File: config.mk
export PLATFORM = sky130hd
export DESIGN_NAME = io_condition_ctrl
export DESIGN_NICKNAME = d
export VERILOG_FILES = /design/src/logic/io_cond_pkg.sv /design/src/logic/aux_sync_if.sv /design/src/logic/io_condition_ctrl.sv /design/src/logic/aux_sync.sv
export VERILOG_INCLUDE_DIRS = /design/src /design/src/logic
export SDC_FILE = /design/constraint.sdc
export NUM_CORES = 1
export LEC_CHECK = 0
export ABC_AREA = 0
export BUFFER_PORTS_ARGS = -buffer_cell sky130_fd_sc_hd__buf_2
export CORE_MARGIN = 3
export CORE_UTILIZATION = 36
export DETAILED_ROUTE_END_ITERATION = 16
export GPL_TIMING_DRIVEN = 1
export RECOVER_POWER = 100
export SETUP_SLACK_MARGIN = 0.15
export SLEW_MARGIN = 20
export SYNTH_ARGS = -nofsm -noshare
export SYNTH_HDL_FRONTEND = slang
export SYNTH_SLANG_ARGS = --single-unit
File: constraint.sdc
create_clock -name clk_in -period 2.4 [get_ports clk_in]
set_input_delay 0.12 -clock clk_in [delete_from_list [all_inputs] [get_ports clk_in]]
set_output_delay 0.12 -clock clk_in [all_outputs]
set_load 0.02 [all_outputs]
File: src/logic/io_cond_cfg.svh
// Constants for the camera I/O condition block
// Operation
// - External trigger source: accept start from outside equipment, not sensor trigger.
// - Result output select offers none, controller link, or serial port.
// - Manual type change is either forbidden or allowed with up/down keys.
// - Reference mode: rising aux_input_a stores reference image, coordinates if edge mode.
// - Reference image goes to flash only on save key, serial command or compare-mode aux_input_a.
// - Reference registration without a specified image raises error code 3e.
// - Compare mode: aux_input_a on operation screen moves reference into flash.
// - Area correction mode: limits corrected while aux_input_a is on.
// - Ladder input mode passes auxiliary input level to the ladder logic.
// - Camera toggle: rising aux_input_b switches camera, only for single-camera types.
// - Level select: aux_input_b sampled at start picks camera one or two.
// - Strobe line chosen from eight outputs is on while shutter is open.
// - Ready asserts at capture end or measurement end per ready timing setting.
// - Sensor trigger source: type change and output choices follow sampling option.
// - Start is accepted only while ready; controller waits for ready.
`ifndef IO_COND_CFG_SVH
`define IO_COND_CFG_SVH
`define ADDR_CTRL 4'h0
`define ADDR_STATUS 4'h1
`define ADDR_IRQ_STAT 4'h2
`define ADDR_IRQ_CLR 4'h3
`define ADDR_IRQ_EN 4'h4
`define ADDR_ERR 4'h5
`define CTRL_RESET 16'h0000
`define REF_ERR_CODE 8'h3e
`define F_TRIG 0
`define F_OUT_LO 1
`define F_OUT_HI 2
`define F_MANUAL 3
`define F_AUXA_LO 4
`define F_AUXA_HI 5
`define F_AUXB_LO 6
`define F_AUXB_HI 7
`define F_STRB_EN 8
`define F_STRB_LO 9
`define F_STRB_HI 11
`define F_READY 12
`define F_SAMPL_LO 13
`define F_SAMPL_HI 14
`define F_EDGE 15
`define IRQ_REF 0
`define IRQ_CMP 1
`define IRQ_TOGGLE 2
`define IRQ_ERR 3
`define IRQ_FLASH 4
`define IRQ_W 5
`endif

File: src/logic/io_cond_pkg.sv
// Types for the camera I/O condition block
package io_cond_pkg;
    typedef enum logic [1:0] {OUT_NONE = 2'b00, OUT_LINK = 2'b01, OUT_SERIAL = 2'b10} result_output_type;
    typedef enum logic [1:0] {A_LADDER = 2'b00, A_REF = 2'b01, A_CMP = 2'b10, A_AREA = 2'b11} aux_a_mode_type;
    typedef enum logic [1:0] {B_LADDER = 2'b00, B_TOGGLE = 2'b01, B_LEVEL = 2'b10} aux_b_mode_type;
    typedef enum logic [1:0] {S_PARALLEL = 2'b00, S_SERIAL = 2'b01, S_AUTO = 2'b10} sampl_type;
    typedef enum logic [1:0] {ST_IDLE = 2'b00, ST_CAPTURE = 2'b01, ST_MEASURE = 2'b10} meas_state_type;
endpackage

File: src/logic/aux_sync_if.sv
// Synchronised auxiliary inputs with edge events
`timescale 1ns/10ps
interface aux_sync_if;
    logic level_a;
    logic level_b;
    logic rise_a;
    logic rise_b;
    modport src (output level_a, output level_b, output rise_a, output rise_b);
    modport dst (input level_a, input level_b, input rise_a, input rise_b);
endinterface

File: src/logic/io_condition_ctrl.sv
// Camera I/O condition control: trigger, aux inputs, strobe, ready, registers
//
// The implementer's own choices: the plain strobed port and the placing of the registers.
`timescale 1ns/10ps
`include "io_cond_cfg.svh"
module io_condition_ctrl (
    input wire logic clk_in,
    input wire logic rstn_in,
    input wire logic [3:0] addr_in,
    input wire logic [15:0] wdata_in,
    input wire logic wr_in,
    input wire logic rd_in,
    output logic [15:0] rdata_out,
    output logic irq_out,
    input wire logic aux_input_a_in,
    input wire logic aux_input_b_in,
    input wire logic ext_start_in,
    input wire logic sensor_start_in,
    input wire logic capture_done_in,
    input wire logic measure_done_in,
    input wire logic shutter_open_in,
    input wire logic ref_specified_in,
    input wire logic save_req_in,
    input wire logic op_screen_in,
    input wire logic single_camera_in,
    input wire logic key_up_in,
    input wire logic key_down_in,
    output logic ready_out,
    output logic meas_start_out,
    output logic ref_store_out,
    output logic ref_coord_store_out,
    output logic flash_write_out,
    output logic area_correct_out,
    output logic [1:0] ladder_in_out,
    output logic camera_sel_out,
    output logic [7:0] result_y_out,
    input wire logic [7:0] ladder_y_in,
    output logic link_out_en_out,
    output logic serial_out_en_out,
    output logic [4:0] type_num_out
);
    import io_cond_pkg::*;

    aux_sync_if aux ();
    logic [15:0] ctrl_q;
    logic [`IRQ_W-1:0] irq_stat_q;
    logic [`IRQ_W-1:0] irq_stat_d;
    logic [`IRQ_W-1:0] irq_en_q;
    logic [7:0] err_q;
    logic [15:0] rdata_q;
    meas_state_type state_q;
    meas_state_type state_d;
    logic ready_q;
    logic cam_q;
    logic ref_valid_q;
    logic [4:0] type_q;
    logic [7:0] y_q;
    logic [7:0] y_d;
    logic start_pin_q;
    logic start_pin_d;
    logic key_up_q;
    logic key_dn_q;

    aux_sync #(.WIDTH(2)) u_sync (
        .clk_in(clk_in),
        .rstn_in(rstn_in),
        .pins_in({aux_input_b_in, aux_input_a_in}),
        .sync_out(aux)
    );

    // Decoded configuration fields
    wire trigger_source_select = ctrl_q[`F_TRIG];
    result_output_type result_output_select;
    aux_a_mode_type mode_a;
    aux_b_mode_type mode_b;
    sampl_type start_sampling_option;
    assign result_output_select = result_output_type'(ctrl_q[`F_OUT_HI:`F_OUT_LO]);
    assign mode_a = aux_a_mode_type'(ctrl_q[`F_AUXA_HI:`F_AUXA_LO]);
    assign mode_b = aux_b_mode_type'(ctrl_q[`F_AUXB_HI:`F_AUXB_LO]);
    assign start_sampling_option = sampl_type'(ctrl_q[`F_SAMPL_HI:`F_SAMPL_LO]);
    wire manual_type_change = ctrl_q[`F_MANUAL];
    wire strobe_en = ctrl_q[`F_STRB_EN];
    wire [2:0] strobe_line = ctrl_q[`F_STRB_HI:`F_STRB_LO];
    wire ready_at_capture = ctrl_q[`F_READY];
    wire edge_detect = ctrl_q[`F_EDGE];

    // Start source: external pins when set, else sensor trigger
    assign start_pin_d = trigger_source_select ? ext_start_in : sensor_start_in;
    wire start_rise = start_pin_d & ~start_pin_q;
    wire start_take = start_rise & ready_q;

    // Sensor trigger with serial sampling takes type from serial only
    wire keys_allowed = manual_type_change
        & ~(~trigger_source_select & (start_sampling_option == S_SERIAL));
    // Controller link output needs parallel sampling under sensor trigger
    wire link_allowed = trigger_source_select | (start_sampling_option == S_PARALLEL);

    wire ref_event = (mode_a == A_REF) & aux.rise_a;
    wire ref_ok = ref_event & ref_specified_in;
    wire ref_err = ref_event & ~ref_specified_in;
    wire cmp_event = (mode_a == A_CMP) & aux.rise_a & op_screen_in & ref_valid_q;
    wire save_event = save_req_in & ref_valid_q;
    wire toggle_event = (mode_b == B_TOGGLE) & aux.rise_b & single_camera_in;

    // Measurement sequence: idle, capture, measure
    always_comb
    begin
        state_d = state_q;
        unique case (state_q)
            ST_IDLE: if (start_take) state_d = ST_CAPTURE;
            ST_CAPTURE: if (capture_done_in) state_d = ST_MEASURE;
            // Ready at capture end lets the next start overlap measuring
            ST_MEASURE:
                if (start_take)
                    state_d = ST_CAPTURE;
                else if (measure_done_in)
                    state_d = ST_IDLE;
            default: state_d = ST_IDLE;
        endcase
    end

    // Sticky events; a fresh event beats a clear in the same cycle
    assign irq_stat_d = {save_event | cmp_event, ref_err, toggle_event, cmp_event, ref_ok};
    wire bus_clr = wr_in & (addr_in == `ADDR_IRQ_CLR);

    // Register writes and event flags
    always_ff @(posedge clk_in)
    begin
        if (!rstn_in)
        begin
            ctrl_q <= `CTRL_RESET;
            irq_en_q <= '0;
            irq_stat_q <= '0;
            err_q <= '0;
        end
        else
        begin
            if (wr_in && addr_in == `ADDR_CTRL)
                ctrl_q <= wdata_in;
            if (wr_in && addr_in == `ADDR_IRQ_EN)
                irq_en_q <= wdata_in[`IRQ_W-1:0];
            irq_stat_q <= (irq_stat_q & ~(bus_clr ? wdata_in[`IRQ_W-1:0] : '0)) | irq_stat_d;
            if (ref_err)
                err_q <= `REF_ERR_CODE;
            else if (bus_clr && wdata_in[`IRQ_ERR])
                err_q <= '0;
        end
    end

    // Read mux, data valid the cycle after the strobe
    wire [15:0] status_word = {8'h00, type_q, cam_q, ref_valid_q, ready_q};
    wire [15:0] rd_mux =
        (addr_in == `ADDR_CTRL) ? ctrl_q :
        (addr_in == `ADDR_STATUS) ? status_word :
        (addr_in == `ADDR_IRQ_STAT) ? {11'h000, irq_stat_q} :
        (addr_in == `ADDR_IRQ_EN) ? {11'h000, irq_en_q} :
        (addr_in == `ADDR_ERR) ? {8'h00, err_q} : 16'h0000;

    always_ff @(posedge clk_in)
    begin
        if (!rstn_in)
            rdata_q <= '0;
        else
            rdata_q <= rd_in ? rd_mux : 16'h0000;
    end

    // Sequencer, camera choice, reference state and pulses
    always_ff @(posedge clk_in)
    begin
        if (!rstn_in)
        begin
            state_q <= ST_IDLE;
            ready_q <= 1'b0;
            cam_q <= 1'b0;
            ref_valid_q <= 1'b0;
            start_pin_q <= 1'b0;
            meas_start_out <= 1'b0;
            ref_store_out <= 1'b0;
            ref_coord_store_out <= 1'b0;
            flash_write_out <= 1'b0;
        end
        else
        begin
            state_q <= state_d;
            start_pin_q <= start_pin_d;
            // Ready drops on start, returns at the chosen end
            if (start_take)
                ready_q <= 1'b0;
            else if (state_q == ST_IDLE)
                ready_q <= 1'b1;
            else if (state_q == ST_CAPTURE && capture_done_in && ready_at_capture)
                ready_q <= 1'b1;
            else if (state_q == ST_MEASURE && measure_done_in)
                ready_q <= 1'b1;
            meas_start_out <= start_take;
            if (start_take && mode_b == B_LEVEL)
                cam_q <= aux.level_b;
            else if (toggle_event)
                cam_q <= ~cam_q;
            if (ref_ok)
                ref_valid_q <= 1'b1;
            ref_store_out <= ref_ok;
            ref_coord_store_out <= ref_ok & edge_detect;
            flash_write_out <= save_event | cmp_event;
        end
    end

    // Type number via keys, wrapping over the 32 types
    always_ff @(posedge clk_in)
    begin
        if (!rstn_in)
        begin
            type_q <= '0;
            key_up_q <= 1'b0;
            key_dn_q <= 1'b0;
        end
        else
        begin
            key_up_q <= key_up_in;
            key_dn_q <= key_down_in;
            if (keys_allowed && op_screen_in && key_up_in && !key_up_q)
                type_q <= type_q + 5'h01;
            else if (keys_allowed && op_screen_in && key_down_in && !key_dn_q)
                type_q <= type_q - 5'h01;
        end
    end

    // Result lines: ladder drives all, strobe overrides one chosen line
    generate
        for (genvar j = 0; j < 8; j++)
        begin : g_result
            assign y_d[j] = (strobe_en && strobe_line == 3'(j)) ? shutter_open_in : ladder_y_in[j];
        end
    endgenerate

    // Registered, so the strobe line lags the shutter by one cycle
    always_ff @(posedge clk_in)
    begin
        if (!rstn_in)
            y_q <= '0;
        else
            y_q <= y_d;
    end

    assign rdata_out = rdata_q;
    assign irq_out = |(irq_stat_q & irq_en_q);
    assign ready_out = ready_q;
    assign camera_sel_out = cam_q;
    assign type_num_out = type_q;
    assign result_y_out = y_q;
    assign area_correct_out = (mode_a == A_AREA) & aux.level_a;
    // Ladder sees a level only in ladder input mode
    assign ladder_in_out = {(mode_b == B_LADDER) & aux.level_b, (mode_a == A_LADDER) & aux.level_a};
    assign link_out_en_out = (result_output_select == OUT_LINK) & link_allowed;
    assign serial_out_en_out = (result_output_select == OUT_SERIAL);

    property p_start_needs_ready;
        @(posedge clk_in) disable iff (!rstn_in) meas_start_out |-> $past(ready_q);
    endproperty
    a_start_needs_ready: assert property (p_start_needs_ready) else $error("start taken without ready");

    property p_ready_drops;
        @(posedge clk_in) disable iff (!rstn_in) start_take |=> !ready_q;
    endproperty
    a_ready_drops: assert property (p_ready_drops) else $error("ready stayed high after start");

    property p_ref_err;
        @(posedge clk_in) disable iff (!rstn_in) ref_err |=> err_q == `REF_ERR_CODE && irq_stat_q[`IRQ_ERR];
    endproperty
    a_ref_err: assert property (p_ref_err) else $error("reference error not raised");

    property p_ref_no_flash;
        @(posedge clk_in) disable iff (!rstn_in) ref_ok && !save_req_in && !cmp_event |=> !flash_write_out;
    endproperty
    a_ref_no_flash: assert property (p_ref_no_flash) else $error("flash written on input edge");

    property p_toggle;
        @(posedge clk_in) disable iff (!rstn_in) toggle_event && !start_take |=> cam_q != $past(cam_q);
    endproperty
    a_toggle: assert property (p_toggle) else $error("camera did not toggle");

    property p_level_sel;
        @(posedge clk_in) disable iff (!rstn_in) start_take && mode_b == B_LEVEL |=> cam_q == $past(aux.level_b);
    endproperty
    a_level_sel: assert property (p_level_sel) else $error("camera level select wrong");

    property p_strobe;
        @(posedge clk_in) disable iff (!rstn_in)
            strobe_en |=> result_y_out[$past(strobe_line)] == $past(shutter_open_in);
    endproperty
    a_strobe: assert property (p_strobe) else $error("strobe line wrong");

    property p_ref_store;
        @(posedge clk_in) disable iff (!rstn_in) ref_ok |=> ref_store_out && ref_valid_q;
    endproperty
    a_ref_store: assert property (p_ref_store) else $error("reference not stored");

    property p_ready_back;
        @(posedge clk_in) disable iff (!rstn_in) state_q == ST_MEASURE && measure_done_in && !start_take |=> ready_q;
    endproperty
    a_ready_back: assert property (p_ready_back) else $error("ready not back after measurement");

    property p_flash_cause;
        @(posedge clk_in) disable iff (!rstn_in) flash_write_out |-> $past(save_req_in) || $past(aux.rise_a);
    endproperty
    a_flash_cause: assert property (p_flash_cause) else $error("flash written without save or compare");
endmodule // io_condition_ctrl

File: src/logic/aux_sync.sv
// Three-stage synchroniser and rising-edge detector for the two auxiliary inputs
`timescale 1ns/10ps
module aux_sync #(
    parameter int WIDTH = 2
) (
    input wire logic clk_in,
    input wire logic rstn_in,
    input wire logic [WIDTH-1:0] pins_in,
    aux_sync_if.src sync_out
);
    logic [WIDTH-1:0] s1_q;
    logic [WIDTH-1:0] s2_q;
    logic [WIDTH-1:0] s3_q;
    logic [WIDTH-1:0] lvl_q;
    logic [WIDTH-1:0] lvl_d;
    logic [WIDTH-1:0] rise_q;
    genvar i;

    // Level moves only once stages two and three agree
    generate
        for (i = 0; i < WIDTH; i++)
        begin : g_bit
            assign lvl_d[i] = (s2_q[i] == s3_q[i]) ? s3_q[i] : lvl_q[i];
        end
    endgenerate

    // First stage feeds only the second
    always_ff @(posedge clk_in)
    begin
        if (!rstn_in)
        begin
            s1_q <= '0;
            s2_q <= '0;
            s3_q <= '0;
            lvl_q <= '0;
            rise_q <= '0;
        end
        else
        begin
            s1_q <= pins_in;
            s2_q <= s1_q;
            s3_q <= s2_q;
            lvl_q <= lvl_d;
            rise_q <= lvl_d & ~lvl_q;
        end
    end

    assign sync_out.level_a = lvl_q[0];
    assign sync_out.level_b = lvl_q[1];
    assign sync_out.rise_a = rise_q[0];
    assign sync_out.rise_b = rise_q[1];

    property p_rise_once;
        @(posedge clk_in) disable iff (!rstn_in) rise_q[0] |=> !rise_q[0];
    endproperty
    a_rise_once: assert property (p_rise_once) else $error("aux event longer than one cycle");
endmodule // aux_sync

==> key figures <==
Yosys
  • Post-synthesis async set-or-reset flop share: 0%
  • Post-Synthesis Cells: 346
  • Syn Std Cell Area: 3300 µm²
  • Area contributors post-synth: dfxtp_1 47%, mux2i_1 6.4%, nand2_1 5.1%, nor2b_1 4.4%, and2_1 3.8%
  • Sequential cell area fraction in the yosys report: 47.3%
  • Top_reg_cell synth: dfxtp_1
  • Synth warnings: 0
  • Post-synth top area share: 47.3%
  • Post-Synthesis Mean Instance Area: 9.55 µm²
  • Area leader, netlist: dfxtp_1
  • Netlist cell types: 47
  • Yosys reg bits: 78
  • Net Count, Synth: 395
  • Post-synth EDFFs: 0

Worst setup path
  • R2R cell count: 9
  • R2r endpoint: type_num_out[4]
  • Setup crit end: type_num_out[4]
  • Crit path kind: flip-flop to flip-flop
  • Kind of end point of the critical path: flip-flop
  • Required @ worst endpoint: 2.69 ns
  • Crit Path Max Fanout: 5
  • CP Launch Type: flip-flop
  • CP arrival: 2.39 ns
  • Reg-to-reg startpoint: ctrl_q[0]
  • Worst reg-to-reg setup slack: 0.30 ns
  • Crit path from: ctrl_q[0]

Place
  • DPL Wire Length: 5890 µm
  • Placer Congestion: 0.798
  • I/O Buffers: 85
  • Post-Place Worst Slack: 0.215 ns
  • Placed Cells incl. Taps: 527
  • Placed Instance Area: 3830 µm²

Timing
  • Final worst-path cycle share: 87.4%
  • Worst-Margin Slew: 0.923 ns
  • PnR worst setup slack: 0.303 ns
  • RSZ-0062 raised after global routing: no
  • Max Slew Vio Count: 0
  • Setup-failing EPs final: 0
  • Max Fclk: 477 MHz
  • Layout Skew: 0.00931 ns
  • Slew margin rel.: 38.5%
  • Final min period: 2.10 ns
  • Setup TNS Final: 0 ns
  • Final Hold Violating Endpoints: 0

Clocking
  • Worst skew pair latency: 0.35 ns
  • CTS tree: built
  • Clock root buffer: clkbuf_8
  • Clk sinks: 78
  • CTS H-tree depth: 3
  • Num CTS Buffers: 9
  • Clock slew at reported path FFs: 0.08 ns
  • Max Root-Sink Buffers: 2

Global route
  • Initial antenna violation count: 0
  • Grt total ovfl: 0
  • Met1 GRT Util: 20.1%
  • Largest net degree at the start of global routing: 25
  • Met3 Use GR: 5.37%
  • GR Util All Layers: 16.0%
  • Global routing's busiest layer: met2
  • GR Layer Usage met2: 25.9%
  • Vias in the first global route: 2606
  • First-pass GRT wire length: 12700 µm

Die
  • Initial Util: 37.5%
  • Die Wd: 102 µm
  • Die ar.: 10400 µm²
  • Core area: 8810 µm²
  • Die span in y: 102 µm
  • Number of top-level pins: 86
  • Std-Cell Rows: 34

Detailed routing
  • Post-DR vias/cell: 4.93
  • Initial DRC count: 118
  • Pre-antenna DRT Iters: 4
  • DRC: 0
  • Average wire per standard cell: 14.2 µm
  • Vias: 2735
  • Antenna Violating Nets Remaining: 0
  • Routed WL: 7890 µm

Worst hold path
  • Hold Path Class: input pin to flip-flop

Finish
  • Layout area overhead: 22.9%
  • Commonest non-fill, non-tap cell in the layout: dfxtp_1
  • Core Util, Final: 46.1%
  • Post-route cell area: 4060 µm²
  • Most frequent cells in the layout: 77 x dfxtp_1, 45 x nand2_1, 44 x clkbuf_1
  • Share of layout cells above drive strength 1: 15.4%
  • Nets: 491
  • Antenna cell count: 0
  • Fin cells: 555

Power
  • LEAKAGE: 1.63 nW
  • PwrDens: 592 nW/µm²
  • Max VDD drop: 0.328 mV

Status
  • Status: finished, final reports clean

Run
  • MaxCap Viol Count: 0
[area by class of cell]
cell class              instances  area (µm²)
clock inverters                 5        35.0
flip-flops and latches         78        1560
well taps                     108         135
fillers                       920        4750
clock buffers                  11         141
inverters                       6        22.5
multi-input cells             245        1640
repair buffers                102         527
[synth_stat cells (all sizes together) (6+ instances only)]
library cell  instances
mux2i                21
a21boi               24
and2                 20
buf                   8
nand2b               10
inv                   6
clkbuf                9
nand2                45
nor2                 13
dfxtp                78
nor2b                23
o21ai                 9
a21o                  7
[worst min-delay path by stage]
stage                    from        endpoint  slack (ns)  cells after the start
6_report         wdata_in[15]      ctrl_q[15]        0.01                      3
5_1_grt          wdata_in[15]      ctrl_q[15]       0.007                      3
4_1_cts           wdata_in[6]       ctrl_q[6]      0.0001                      3
3_5_place_dp   aux_input_a_in  u_sync.s1_q[0]        0.33                      2
3_3_place_gp   aux_input_b_in  u_sync.s1_q[1]        0.33                      2
2_1_floorplan       key_up_in        key_up_q        0.24                      1
[cells by family (layout without fill, tap and decap cells)]
group	Yosys count	after routing	synth area share [%]
AND/OR/NAND/NOR	147	147	24.6
flip-flops	78	78	47.3
AO/OA/AOI/OAI	67	67	15.2
multiplexers	23	23	7.05
buffers and inverters	23	124	3.07
adder cells (fa/ha/maj)	4	4	1.74
XOR/XNOR	4	4	1.06
[metrics by stage]
stage | hold slack [ns] | total power, mW
after global routing | 0.00693 | 2.52
final | 0.0140 | 2.40
after CTS | 0.000115 | 2.44
after global placement | 0.333 | 1.54
after floorplan | 0.242 | 1.46
after detailed placement | 0.333 | 1.54
[sequential cells by signal, summed over array words and instances (netlist names)]
register / count
ref_store_out: 1
u_sync.rise_q: 2
state_q: 2
result_y_out: 8
flash_write_out: 1
ctrl_q: 16
u_sync.s2_q: 2
irq_en_q: 5
key_dn_q: 1
u_sync.s3_q: 2
camera_sel_out: 1
rdata_out: 16
meas_start_out: 1
ref_valid_q: 1
ref_coord_store_out: 1
irq_stat_q: 5
u_sync.lvl_q: 2
type_num_out: 5
key_up_q: 1
err_q: 1
ready_out: 1
start_pin_q: 1
u_sync.s1_q: 2
[layer usage]
| layer | up-vias | share of wire (%) |
|---|---|---|
| met3 | 12 | 6.7 |
| met1 | 1250 | 46 |
| li1 | 1389 | - |
| met5 | - | 0 |
| met2 | 84 | 46 |
| met4 | 0 | 1.3 |
[critical path, cell delays in order, from the launching register on]
cell and delay [ns]:
dfxtp_1 0.38, nor3b_4 0.22, nor2_1 0.09, nand2_1 0.09
inv_1 0.06, fa_1 0.39, nand2b_1 0.17, a21oi_1 0.19
mux2_2 0.36, nand4_1 0.08
[power breakdown]
part	internal, mW	total (mW)	switching [mW]
clock network	0.402	0.884	0.482
registers	1.32	1.33	0.0145
logic	0.0874	0.188	0.101
[timing repair]
| item | 4_1_cts | 5_1_grt |
|---|---|---|
| endpoints found under the hold margin | 9 | 2 |
| gates resized for setup | 0 | 4 |
| setup buffers | 0 | 1 |
| hold buffers | 9 | 2 |
| endpoints found under the setup margin | 0 | 1 |
Note: power is estimated with default switching activity, not from simulation.
